--- config.mk ---
export PLATFORM = sky130hd
export DESIGN_NAME = uart_dblbuf_break_addr_match
export DESIGN_NICKNAME = d
export VERILOG_FILES = /design/src/rtl/uart_ext_pkg.sv /design/src/rtl/rx_bit_sampler.sv /design/src/rtl/two_entry_buffer.sv /design/src/rtl/uart_dblbuf_break_addr_match.sv
export SDC_FILE = /design/constraint.sdc
export NUM_CORES = 1
export LEC_CHECK = 0
export BUFFER_PORTS_ARGS = -buffer_cell sky130_fd_sc_hd__buf_2
export CAP_MARGIN = 20
export CELL_PAD_IN_SITES_DETAIL_PLACEMENT = 0
export CELL_PAD_IN_SITES_GLOBAL_PLACEMENT = 1
export CORE_MARGIN = 1
export CORE_UTILIZATION = 35
export DETAILED_ROUTE_END_ITERATION = 7
export GPL_ROUTABILITY_DRIVEN = 0
export PLACE_DENSITY_LB_ADDON = 0.1
export SYNTH_ARGS = -nofsm -noshare
export SYNTH_HDL_FRONTEND = slang
export SYNTH_HIERARCHICAL = 1
export SYNTH_SLANG_ARGS = --single-unit
--- constraint.sdc ---
create_clock -name clk -period 2.77 [get_ports clk]
set_clock_uncertainty 0.05 [all_clocks]
set_input_delay 0.1385 -clock clk [delete_from_list [all_inputs] [get_ports clk]]
set_output_delay 0.1385 -clock clk [all_outputs]
set_load 0.005 [all_outputs]
--- src/rtl/uart_ext_pkg.sv ---
// Shared constants for the extended UART block
package uart_ext_pkg;
	// Framing modes
	localparam logic [1:0] MODE_SHIFT = 2'h0;
	localparam logic [1:0] MODE_8BIT = 2'h1;
	localparam logic [1:0] MODE_9BIT_FIXED = 2'h2;
	localparam logic [1:0] MODE_9BIT_VAR = 2'h3;
	// Bit timing on the 16x sample tick
	localparam int TICKS_PER_BIT = 16;
	localparam logic [3:0] PHASE_LAST = 4'(TICKS_PER_BIT - 1);
	localparam logic [3:0] PHASE_S1 = 4'h7;
	localparam logic [3:0] PHASE_S2 = 4'h8;
	localparam logic [3:0] PHASE_S3 = 4'h9;
	// Data bits per frame
	localparam logic [3:0] DATA_BITS_8 = 4'h8;
	localparam logic [3:0] DATA_BITS_9 = 4'h9;
	localparam logic [3:0] NINTH_BIT_IDX = 4'h9;
	// Break: eleven low bit times
	localparam int BREAK_BITS = 11;
	localparam logic [7:0] BREAK_TICKS = 8'(BREAK_BITS * TICKS_PER_BIT);
	// Line levels and widths
	localparam logic LINE_IDLE = 1'b1;
	localparam logic LINE_START = 1'b0;
	localparam int RX_WORD_W = 9;
	// Reset values of the address, frame, shift and counter registers
	localparam logic [7:0] OWN_ADDR_RST = 8'h00;
	localparam logic [7:0] ADDR_MASK_RST = 8'h00;
	localparam logic [10:0] FRAME_RST = 11'h7FF;
	localparam logic [8:0] RX_SHIFT_RST = 9'h000;
	localparam logic [3:0] COUNT_RST = 4'h0;
	localparam logic [7:0] BREAK_CNT_RST = 8'h00;
endpackage : uart_ext_pkg

--- src/rtl/rx_bit_sampler.sv ---
// Receive line sampler: start detect and 2-of-3 majority bit vote
`timescale 1ns/1ps
module rx_bit_sampler
	import uart_ext_pkg::*;
(
	// Clock and reset
	input wire logic clk,
	input wire logic rstn,
	// Line and timing
	input wire logic sample_tick,
	input wire logic rxd,
	input wire logic run,
	// Results
	output logic start_stb,
	output logic bit_stb,
	output logic bit_val
);
	logic prev_r;
	logic [3:0] phase_r;
	logic s1_r;
	logic s2_r;

	// Falling edge seen while idle
	always_ff @(posedge clk) begin
		if (!rstn) begin
			prev_r <= LINE_IDLE;
			start_stb <= 1'b0;
		end else begin
			start_stb <= 1'b0;
			if (sample_tick) begin
				prev_r <= rxd;
				if (!run && prev_r == LINE_IDLE && rxd == LINE_START)
					start_stb <= 1'b1;
			end
		end
	end

	// Phase counter and majority vote
	always_ff @(posedge clk) begin
		if (!rstn) begin
			phase_r <= COUNT_RST;
			s1_r <= LINE_IDLE;
			s2_r <= LINE_IDLE;
			bit_stb <= 1'b0;
			bit_val <= LINE_IDLE;
		end else begin
			bit_stb <= 1'b0;
			if (!run) begin
				phase_r <= COUNT_RST;
			end else if (sample_tick) begin
				phase_r <= phase_r + 4'h1;
				if (phase_r == PHASE_S1)
					s1_r <= rxd;
				if (phase_r == PHASE_S2)
					s2_r <= rxd;
				if (phase_r == PHASE_S3) begin
					bit_stb <= 1'b1;
					bit_val <= (s1_r & s2_r) | (s1_r & rxd) | (s2_r & rxd);
				end
			end
		end
	end
endmodule : rx_bit_sampler

--- src/rtl/two_entry_buffer.sv ---
// Two-entry valid/ready buffer with registered head
`timescale 1ns/1ps
module two_entry_buffer #(
	parameter int WIDTH = 9
) (
	// Clock and reset
	input wire logic clk,
	input wire logic rstn,
	// Fill side
	input wire logic in_valid,
	input wire logic [WIDTH-1:0] in_data,
	output logic in_ready,
	// Drain side
	output logic out_valid,
	output logic [WIDTH-1:0] out_data,
	input wire logic out_ready
);
	logic tail_valid_r;
	logic [WIDTH-1:0] tail_data_r;
	logic push;
	logic pop;

	assign in_ready = !tail_valid_r;
	assign push = in_valid && in_ready;
	assign pop = out_valid && out_ready;

	always_ff @(posedge clk) begin
		if (!rstn) begin
			out_valid <= 1'b0;
			out_data <= '0;
			tail_valid_r <= 1'b0;
			tail_data_r <= '0;
		end else if (pop) begin
			if (tail_valid_r) begin
				out_data <= tail_data_r;
				tail_valid_r <= push;
				if (push)
					tail_data_r <= in_data;
			end else begin
				out_valid <= push;
				if (push)
					out_data <= in_data;
			end
		end else if (push) begin
			if (!out_valid) begin
				out_valid <= 1'b1;
				out_data <= in_data;
			end else begin
				tail_valid_r <= 1'b1;
				tail_data_r <= in_data;
			end
		end
	end
endmodule : two_entry_buffer

--- src/rtl/uart_dblbuf_break_addr_match.sv ---
// Extended UART: break detect, double-buffered transmit, address match
`timescale 1ns/1ps
module uart_dblbuf_break_addr_match
	import uart_ext_pkg::*;
(
	// Clock and reset
	input wire logic clk,
	input wire logic rstn,
	// Serial line
	input wire logic sample_tick,
	input wire logic rxd,
	output logic txd,
	// Configuration
	input wire logic [1:0] mode,
	input wire logic uart_enable,
	input wire logic double_buffer_enable,
	input wire logic last_tx_int_select,
	input wire logic tx_int_late,
	input wire logic multiproc_enable,
	input wire logic break_reset_enable,
	// Address registers
	input wire logic own_addr_wr,
	input wire logic slave_mask_wr,
	input wire logic [7:0] addr_wdata,
	output logic [7:0] own_slave_address,
	output logic [7:0] slave_address_mask,
	// Transmit write
	input wire logic serial_buffer_wr,
	input wire logic [7:0] serial_buffer,
	input wire logic tx_ninth_bit,
	output logic tx_hold_full,
	output logic tx_busy,
	// Transmit interrupt flag
	input wire logic tx_int_clear,
	output logic tx_int_flag,
	// Receive data
	output logic rx_valid,
	output logic [7:0] serial_buffer_n,
	output logic rx_word_ninth,
	input wire logic rx_ready,
	// Receive status
	input wire logic rx_done_clear,
	output logic rx_done_flag,
	output logic rx_ninth_bit,
	// Break status and reset request
	input wire logic break_clear,
	output logic break_flag,
	output logic in_system_programming_mode_req
);
	typedef enum logic [1:0] {
		TX_IDLE = 2'b00,
		TX_BITS = 2'b01,
		TX_STOP = 2'b10
	} tx_state_type;
	typedef enum logic [0:0] {
		RX_IDLE = 1'b0,
		RX_BITS = 1'b1
	} rx_state_type;

	// Data bits per frame for a mode
	function automatic logic [3:0] data_bits(input logic [1:0] m);
		data_bits = (m == MODE_9BIT_FIXED || m == MODE_9BIT_VAR) ? DATA_BITS_9 : DATA_BITS_8;
	endfunction : data_bits

	// Given or broadcast address hit
	function automatic logic addr_hit(input logic [7:0] b, input logic [7:0] a,
		input logic [7:0] m);
		logic [7:0] bc;
		bc = a | m;
		addr_hit = (((b ^ a) & m) == 8'h00) || ((~b & bc) == 8'h00);
	endfunction : addr_hit

	tx_state_type tx_state_r;
	rx_state_type rx_state_r;
	logic [3:0] tx_phase_r;
	logic [3:0] tx_idx_r;
	logic [10:0] tx_frame_r;
	logic tx_frame_db_r;
	logic [8:0] hold_data_r;
	logic tx_int_set;
	logic stop_begin;
	logic stop_end;
	logic tx_start_now;
	logic hold_load;
	logic [3:0] rx_idx_r;
	logic [8:0] rx_shift_r;
	logic [7:0] break_cnt_r;
	logic run;
	logic start_stb;
	logic bit_stb;
	logic bit_val;
	logic nine_bit_mode;
	logic frame_end;
	logic [7:0] rx_byte;
	logic rx_nin;
	logic mp_ok;
	logic rx_accept;
	logic buf_in_ready;
	logic [8:0] next_frame_bits;

	assign nine_bit_mode = data_bits(mode) == DATA_BITS_9;

	// Receive line sampler
	rx_bit_sampler u_sampler (
		.clk(clk),
		.rstn(rstn),
		.sample_tick(sample_tick),
		.rxd(rxd),
		.run(run),
		.start_stb(start_stb),
		.bit_stb(bit_stb),
		.bit_val(bit_val)
	);

	// Address registers, cleared to all don't-care
	always_ff @(posedge clk) begin
		if (!rstn) begin
			own_slave_address <= OWN_ADDR_RST;
			slave_address_mask <= ADDR_MASK_RST;
		end else begin
			if (own_addr_wr)
				own_slave_address <= addr_wdata;
			if (slave_mask_wr)
				slave_address_mask <= addr_wdata;
		end
	end

	// Break counter: low ticks span eleven bit times in every mode
	always_ff @(posedge clk) begin
		if (!rstn) begin
			break_cnt_r <= BREAK_CNT_RST;
			break_flag <= 1'b0;
			in_system_programming_mode_req <= 1'b0;
		end else begin
			in_system_programming_mode_req <= 1'b0;
			if (rxd != LINE_START)
				break_cnt_r <= BREAK_CNT_RST;
			else if (sample_tick && break_cnt_r != BREAK_TICKS)
				break_cnt_r <= break_cnt_r + 8'h01;
			if (sample_tick && rxd == LINE_START && break_cnt_r == BREAK_TICKS - 8'h01) begin
				break_flag <= 1'b1;
				if (uart_enable && break_reset_enable)
					in_system_programming_mode_req <= 1'b1;
			end else if (break_clear) begin
				break_flag <= 1'b0;
			end
		end
	end

	// Transmit control events
	assign tx_start_now = serial_buffer_wr && tx_state_r == TX_IDLE && !tx_hold_full;
	assign hold_load = serial_buffer_wr && double_buffer_enable && tx_state_r != TX_IDLE
		&& !tx_hold_full;
	assign stop_begin = sample_tick && tx_state_r == TX_BITS && tx_phase_r == PHASE_LAST
		&& tx_idx_r == data_bits(mode);
	assign stop_end = sample_tick && tx_state_r == TX_STOP && tx_phase_r == PHASE_LAST;
	assign next_frame_bits = {tx_ninth_bit, serial_buffer};

	// Transmit interrupt timing
	always_comb begin
		tx_int_set = 1'b0;
		if (!double_buffer_enable) begin
			tx_int_set = tx_int_late ? stop_end : stop_begin;
		end else begin
			if (tx_start_now)
				tx_int_set = 1'b1;
			if ((tx_int_late ? stop_end : stop_begin) && (tx_hold_full || hold_load))
				tx_int_set = 1'b1;
			else if ((tx_int_late ? stop_end : stop_begin) && last_tx_int_select)
				tx_int_set = 1'b1;
		end
	end

	// Transmit interrupt flag, set wins over clear
	always_ff @(posedge clk) begin
		if (!rstn)
			tx_int_flag <= 1'b0;
		else if (tx_int_set)
			tx_int_flag <= 1'b1;
		else if (tx_int_clear)
			tx_int_flag <= 1'b0;
	end

	// Double buffer holding register with ninth bit
	always_ff @(posedge clk) begin
		if (!rstn) begin
			tx_hold_full <= 1'b0;
			hold_data_r <= RX_SHIFT_RST;
		end else if (hold_load && !stop_end) begin
			tx_hold_full <= 1'b1;
			hold_data_r <= next_frame_bits;
		end else if (stop_end && tx_hold_full) begin
			tx_hold_full <= 1'b0;
		end
	end

	// Transmit shifter
	always_ff @(posedge clk) begin
		if (!rstn) begin
			tx_state_r <= TX_IDLE;
			tx_phase_r <= COUNT_RST;
			tx_idx_r <= COUNT_RST;
			tx_frame_r <= FRAME_RST;
			tx_frame_db_r <= 1'b0;
			txd <= LINE_IDLE;
			tx_busy <= 1'b0;
		end else begin
			if (sample_tick && tx_state_r != TX_IDLE)
				tx_phase_r <= tx_phase_r + 4'h1;
			unique case (tx_state_r)
				TX_IDLE: begin
					if (tx_start_now) begin
						tx_state_r <= TX_BITS;
						tx_phase_r <= COUNT_RST;
						tx_idx_r <= COUNT_RST;
						tx_frame_r <= {LINE_IDLE, next_frame_bits, LINE_START};
						tx_frame_db_r <= double_buffer_enable;
						txd <= LINE_START;
						tx_busy <= 1'b1;
					end
				end
				TX_BITS: begin
					if (sample_tick && tx_phase_r == PHASE_LAST) begin
						tx_idx_r <= tx_idx_r + 4'h1;
						tx_frame_r <= {LINE_IDLE, tx_frame_r[10:1]};
						if (stop_begin) begin
							tx_state_r <= TX_STOP;
							txd <= LINE_IDLE;
						end else if (tx_idx_r + 4'h1 == NINTH_BIT_IDX && !tx_frame_db_r) begin
							txd <= tx_ninth_bit;
						end else begin
							txd <= tx_frame_r[1];
						end
					end
				end
				TX_STOP: begin
					if (stop_end) begin
						if (tx_hold_full || hold_load) begin
							tx_state_r <= TX_BITS;
							tx_idx_r <= COUNT_RST;
							tx_frame_r <= {LINE_IDLE, tx_hold_full ? hold_data_r : next_frame_bits,
								LINE_START};
							tx_frame_db_r <= 1'b1;
							txd <= LINE_START;
						end else begin
							tx_state_r <= TX_IDLE;
							tx_busy <= 1'b0;
						end
					end
				end
			endcase
		end
	end

	// Receive frame decode
	assign run = rx_state_r == RX_BITS;
	assign frame_end = bit_stb && run && rx_idx_r == data_bits(mode) + 4'h1;
	assign rx_byte = rx_shift_r[7:0];
	assign rx_nin = nine_bit_mode ? rx_shift_r[8] : bit_val;

	// Multiprocessor and address gating
	always_comb begin
		mp_ok = 1'b1;
		if (mode == MODE_8BIT)
			mp_ok = !multiproc_enable || bit_val;
		else if (nine_bit_mode && multiproc_enable)
			mp_ok = rx_nin && addr_hit(rx_byte, own_slave_address,
				slave_address_mask);
	end

	assign rx_accept = frame_end && !rx_done_flag && mp_ok && buf_in_ready;

	// Receive shifter
	always_ff @(posedge clk) begin
		if (!rstn) begin
			rx_state_r <= RX_IDLE;
			rx_idx_r <= COUNT_RST;
			rx_shift_r <= RX_SHIFT_RST;
		end else begin
			unique case (rx_state_r)
				RX_IDLE: begin
					if (start_stb) begin
						rx_state_r <= RX_BITS;
						rx_idx_r <= COUNT_RST;
					end
				end
				RX_BITS: begin
					if (bit_stb) begin
						rx_idx_r <= rx_idx_r + 4'h1;
						if (rx_idx_r == COUNT_RST && bit_val != LINE_START)
							rx_state_r <= RX_IDLE;
						else if (frame_end)
							rx_state_r <= RX_IDLE;
						else if (rx_idx_r != COUNT_RST)
							rx_shift_r[rx_idx_r - 4'h1] <= bit_val;
					end
				end
			endcase
		end
	end

	// Receive flags, set wins over clear
	always_ff @(posedge clk) begin
		if (!rstn) begin
			rx_done_flag <= 1'b0;
			rx_ninth_bit <= 1'b0;
		end else if (rx_accept) begin
			rx_done_flag <= 1'b1;
			rx_ninth_bit <= rx_nin;
		end else if (rx_done_clear) begin
			rx_done_flag <= 1'b0;
		end
	end

	// Received words toward the reader
	two_entry_buffer #(
		.WIDTH(RX_WORD_W)
	) u_rx_buf (
		.clk(clk),
		.rstn(rstn),
		.in_valid(rx_accept),
		.in_data({rx_nin, rx_byte}),
		.in_ready(buf_in_ready),
		.out_valid(rx_valid),
		.out_data({rx_word_ninth, serial_buffer_n}),
		.out_ready(rx_ready)
	);
endmodule : uart_dblbuf_break_addr_match

* Yosys cells after proc, flatten, opt, wreduce, memory -nomap -nowiden
Cells that the tools add are included.
** Operators by class
- Multiplexer cells :: 82
- $lt $le $gt $ge :: 2
- Reduce and logical (&&, ||, !) cells :: 77
- Bitwise operators :: 15
- $add $sub $neg :: 7
- Equality and inequality tests :: 27
** Operators with widths (number)
- $mux W9 :: 10
- $mux W1 :: 45
- $mux W11 :: 4
- $mux W4 :: 9
- $logic_and A1 B1 Y1 :: 34
- $pmux W11 S3 :: 1
- $add A4 B1 Y4 const B :: 5
- $eq A4 B4 Y1 const B :: 5
- $reduce_and A4 Y1 :: 5
- $reduce_bool A2 Y1 :: 9
- $and A8 B8 Y8 :: 2
- $logic_not A8 Y1 :: 2
- $reduce_and A3 Y1 :: 5
- $ne A2 B2 Y1 const B :: 7
- $pmux W4 S3 :: 1
- $reduce_and A2 Y1 :: 6
- $ne A2 B1 Y1 const B :: 5
- $bwmux W9 :: 1
- $add A8 B1 Y8 const B :: 1
- $eq A4 B4 Y1 :: 2
- $eq A8 B8 Y1 const B :: 1
- $mux W2 :: 4
- $ne A8 B8 Y1 const B :: 1
- $not A8 Y8 :: 1
- 23 further kinds :: 44
** Word-level totals
- Register bits after elaboration :: 107
- Logic and storage cells :: 241

* Longest topological paths before layout
- Word-level depth :: 14
- Mapped depth :: 10

* By module
The synthesis kept the hierarchy.
** By module, submodules not included
- uart_dblbuf_break_addr_match :: times used 1, area each 3837.4 um^2, sequential area each 1501.4 um^2, cells each 439
- two_entry_buffer :: times used 1, area each 867.1 um^2, sequential area each 400.4 um^2, cells each 88
- rx_bit_sampler :: times used 1, area each 437.9 um^2, sequential area each 200.2 um^2, cells each 44

* Least setup slack after synthesis
No wires, ideal clock.
- Path type :: register to register
- Start :: register rx_idx_r[0]
- End :: register u_rx_buf.out_data[0]
- Period minus slack after synthesis :: 2.308 ns
- Cell stages (with the launch flop) :: 10
- Setup time :: 0.119 ns
- Path buffers :: 1
- Data arrival time :: 2.140 ns
- Setup slack :: 0.462 ns
- Cells stage by stage :: dfxtp_1 -> or3b_1 -> a21oi_4 -> nand2_1 -> a31o_1 -> nor2_1 -> nand2b_4 -> or2_1 -> buf_6 -> o221a_1
** Between the ends
- Cells in the longest elaborated chain, start to end :: 8
- Elaborated cells on any way between the ends :: 9
** Ends and longest elaborated chain
- start: declaration :: line uart_dblbuf_break_addr_match.sv:85 : logic [3:0] rx_idx_r;
- start signal: assignment :: line uart_dblbuf_break_addr_match.sv:289 : rx_idx_r <= rx_idx_r + 4'h1;
- $eq A4 B4 Y1 (*) :: line uart_dblbuf_break_addr_match.sv:257 : assign frame_end = bit_stb && run && rx_idx_r == data_bits(mode) + 4'h1;
- $logic_and A1 B1 Y1 (*) :: line uart_dblbuf_break_addr_match.sv:257
- $logic_and A1 B1 Y1 (*) (3 in series) :: line uart_dblbuf_break_addr_match.sv:271 : assign rx_accept = frame_end && !rx_done_flag && mp_ok && buf_in_ready;
- via rx_accept :: line uart_dblbuf_break_addr_match.sv:97 : logic rx_accept;
- $logic_and A1 B1 Y1 (*) :: line two_entry_buffer.sv:24 : assign push = in_valid && in_ready;
- $reduce_bool A2 Y1 (no source line)
- $reduce_and A3 Y1 (no source line) (*)
- end signal: assignment :: line two_entry_buffer.sv:35 : out_data <= tail_data_r;
- end signal: assignment :: line two_entry_buffer.sv:42 : out_data <= in_data;
- end signal: assignment :: line two_entry_buffer.sv:47 : out_data <= in_data;
- end: declaration :: line two_entry_buffer.sv:15 : output logic [WIDTH-1:0] out_data,
Mark *: on every way through the listed nets, which the timed path passes. The rest lies on a longest branch.
A chain may end at the register's enable or synchronous reset.

* Final worst setup path
- Start :: register rx_idx_r[0]
- End :: register u_rx_buf.out_data[5]
The elaborated chain is that of the path after synthesis.

==> results.json <==
{
  "cts_root_buf": "clkbuf_16",
  "dpl_cell_area_sq_um": 5634,
  "diodes": 0,
  "rsz0062_at_grt": "false",
  "grt.overflow.total": 0,
  "io_pins": 70,
  "crit_fanout": 9,
  "synth_nets": 625,
  "layout.cells.most_common_list": "105 x dfxtp_1, 76 x nor2_1, 69 x buf_2",
  "leakage_nw": 2.500,
  "synth_top_area_share_pct": 40.88,
  "io_buffers": 69,
  "final_core_util_pct": 43.55,
  "status": "finished, final reports clean",
  "setup_violations": 0,
  "hold_viol_final": 0,
  "setup_ws_ns": 0.2210,
  "syn_area_per_cell_sq_um": 9.006,
  "rows": 43,
  "clkLatencyLatePin_ns": 0.36,
  "cts_tree": "built",
  "async_flop_share_pct": 0,
  "area_growth_pct": 19.37,
  "syn_inst": 571,
  "fin_crit_sh_pct": 92.02,
  "ys_top_cells_by_area": "dfxtp_1 41%, mux2i_1 7.6%, nor2_1 5.5%",
  "worstSetupPathType": "flip-flop to flip-flop",
  "dr.pass1.iters": 4,
  "htree_levels": 3,
  "critPathLaunchType": "flip-flop",
  "ys_ff_latch": 105,
  "drt-total-wl_um": 12200,
  "core_area_sq_um": 14100,
  "ctsResizeCount": 0,
  "min_period_ns": 2.549,
  "synth_ff_type": "dfxtp_1",
  "die_y_um": 123.2,
  "final_area_sq_um": 6138,
  "tns_ns": 0,
  "drtIter0Drc": 173,
  "slew_viol_final": 0,
  "fmax_mhz": 392.3,
  "cellPowerDensity_nw_per_um2": 644.5,
  "track_usage_pct": 17.37,
  "numCtsBuffers": 9,
  "whs_ns": 0.02435,
  "dieArea_sq_um": 15180,
  "worstMarginPinSlew_ns": 0.7216,
  "max-slew-margin-rel_pct": 51.72,
  "hp-class": "input port to flip-flop",
  "ys_seq_area_share_pct": 40.88,
  "clk_path_buf_depth": 2,
  "vias_per_cell": 5.093,
  "ant_nets": 0,
  "drc": 0,
  "pre_cts_slack_ns": 0.2248,
  "yosysWarnings": 6,
  "maxCapViolCount": 0,
  "synth_top_area_cell": "dfxtp_1",
  "cts_sinks": 105,
  "grt_pass1_vias": 4120,
  "die_width_um": 123.2,
  "crit_path_end_kind": "flip-flop",
  "start_util_pct": 36.48,
  "synth_area_sq_um": 5142,
  "synth_edf_count": 0,
  "grt_max_degree": 58,
  "cp.required_ns": 2.97,
  "wl_per_cell_um": 14.59,
  "clk_pin_slew_worst_paths_ns": 0.07,
  "fill_cells": 1394,
  "critical_path_arrival_ns": 2.75,
  "ys_types": 70,
  "detailedPlacementHpwl_um": 8455,
  "nets": 705,
  "final_common_cell": "dfxtp_1",
  "ir_drop_uv": 489.1,
  "layout-drive-gt1-share_pct": 16.77,
  "grt_pass1_wl_um": 20450,
  "antenna_found_initial": 0,
  "vias": 4258
}
[synthesized netlist by cell type (6+ instances only)]
library cell    n
o22ai_1         6
a21oi_1        27
o21a_1         10
nand4_1         8
ha_1           18
dfxtp_1       105
mux2i_1        39
a21boi_0       10
o21ai_1        12
nand3b_1        6
a221oi_1        9
a22o_1          8
o21ai_0         7
inv_1          21
nand2b_1        8
clkbuf_1       14
xor2_1         18
nand2_1        51
o221a_1         9
nand3_1        17
nor2_1         76
[layout make-up]
| cell class | instances | area [sq um] | share of cell area, % |
|---|---|---|---|
| Clock inverter | 6 | 75.07 | 1.223 |
| Clock buffer | 10 | 239.0 | 3.893 |
| Sequential cell | 105 | 2102 | 34.24 |
| Multi-Input combinational cell | 414 | 2800 | 45.62 |
| Timing Repair Buffer | 98 | 610.6 | 9.947 |
| Tap cell | 180 | 225.2 | 3.669 |
| Inverter | 23 | 86.33 | 1.406 |
[metal layers]
layer	wire (um)	track usage [%]	vias to the layer above
met5	0	0	-
met4	184	6.401	0
met3	428	3.828	13
met2	5765	28.84	61
met1	5819	21.97	2000
li1	-	-	2184
[flip-flops by register name (all words and copies together), names as in the netlist, 8 cells and up]
register	flops
hold_data_r	9
tx_frame_r	9
own_slave_address	8
rx_shift_r	9
break_cnt_r	8
slave_address_mask	8
u_rx_buf/tail_data_r	9
u_rx_buf/out_data	9
[cells by family after synthesis]
| family | after synthesis | synth area share [%] |
|---|---|---|
| adders and majority gates | 19 | 4.574 |
| muxes | 40 | 7.810 |
| xor gates and xnor gates | 23 | 3.917 |
| and+or+nand+nor | 206 | 20.51 |
| buffers and inverters | 52 | 4.671 |
| AOI/OAI and AO/OA | 126 | 17.64 |
| DFF | 105 | 40.88 |
[worst max-delay path, cell delays in order (launching register included)]
cell	delay (ns)
dfxtp_1	0.46
or3b_1	0.42
a21oi_4	0.19
nand2_1	0.09
a31o_1	0.22
nor2_1	0.29
nand2b_4	0.09
or2_1	0.34
o221a_1	0.27
[worst paths after layout]
check                     startpoint                       to  slack [ns]  depth (start not counted)
max                      rx_idx_r[0]     u_rx_buf/out_data[5]        0.22                          8
min                      break_clear               break_flag        0.02                          4
max reg2reg              rx_idx_r[0]     u_rx_buf/out_data[5]        0.22                          8
min reg2reg  u_rx_buf/tail_data_r[0]  u_rx_buf/tail_data_r[0]        0.41                          2
[what timing repair did]
action,in CTS,in global routing
hold buffers,19,0
buffers inserted,0,0
endpoints found under the hold margin,25,0
[where the power goes]
| group | switching [W] | internal (W) |
|---|---|---|
| combinational | 0.000498 | 0.000373 |
| clock | 0.000614 | 0.000739 |
| sequential | 0.0000926 | 0.00164 |
[per-stage QoR]
step	std cells	power (W)
6_report	836	0.003956
5_1_grt	836	0.004220
4_1_cts	836	0.004024
3_5_place_dp	801	0.002622
3_3_place_gp	801	0.002614
2_1_floorplan	571	0.002365
Note: power is estimated with default switching activity, not from simulation.
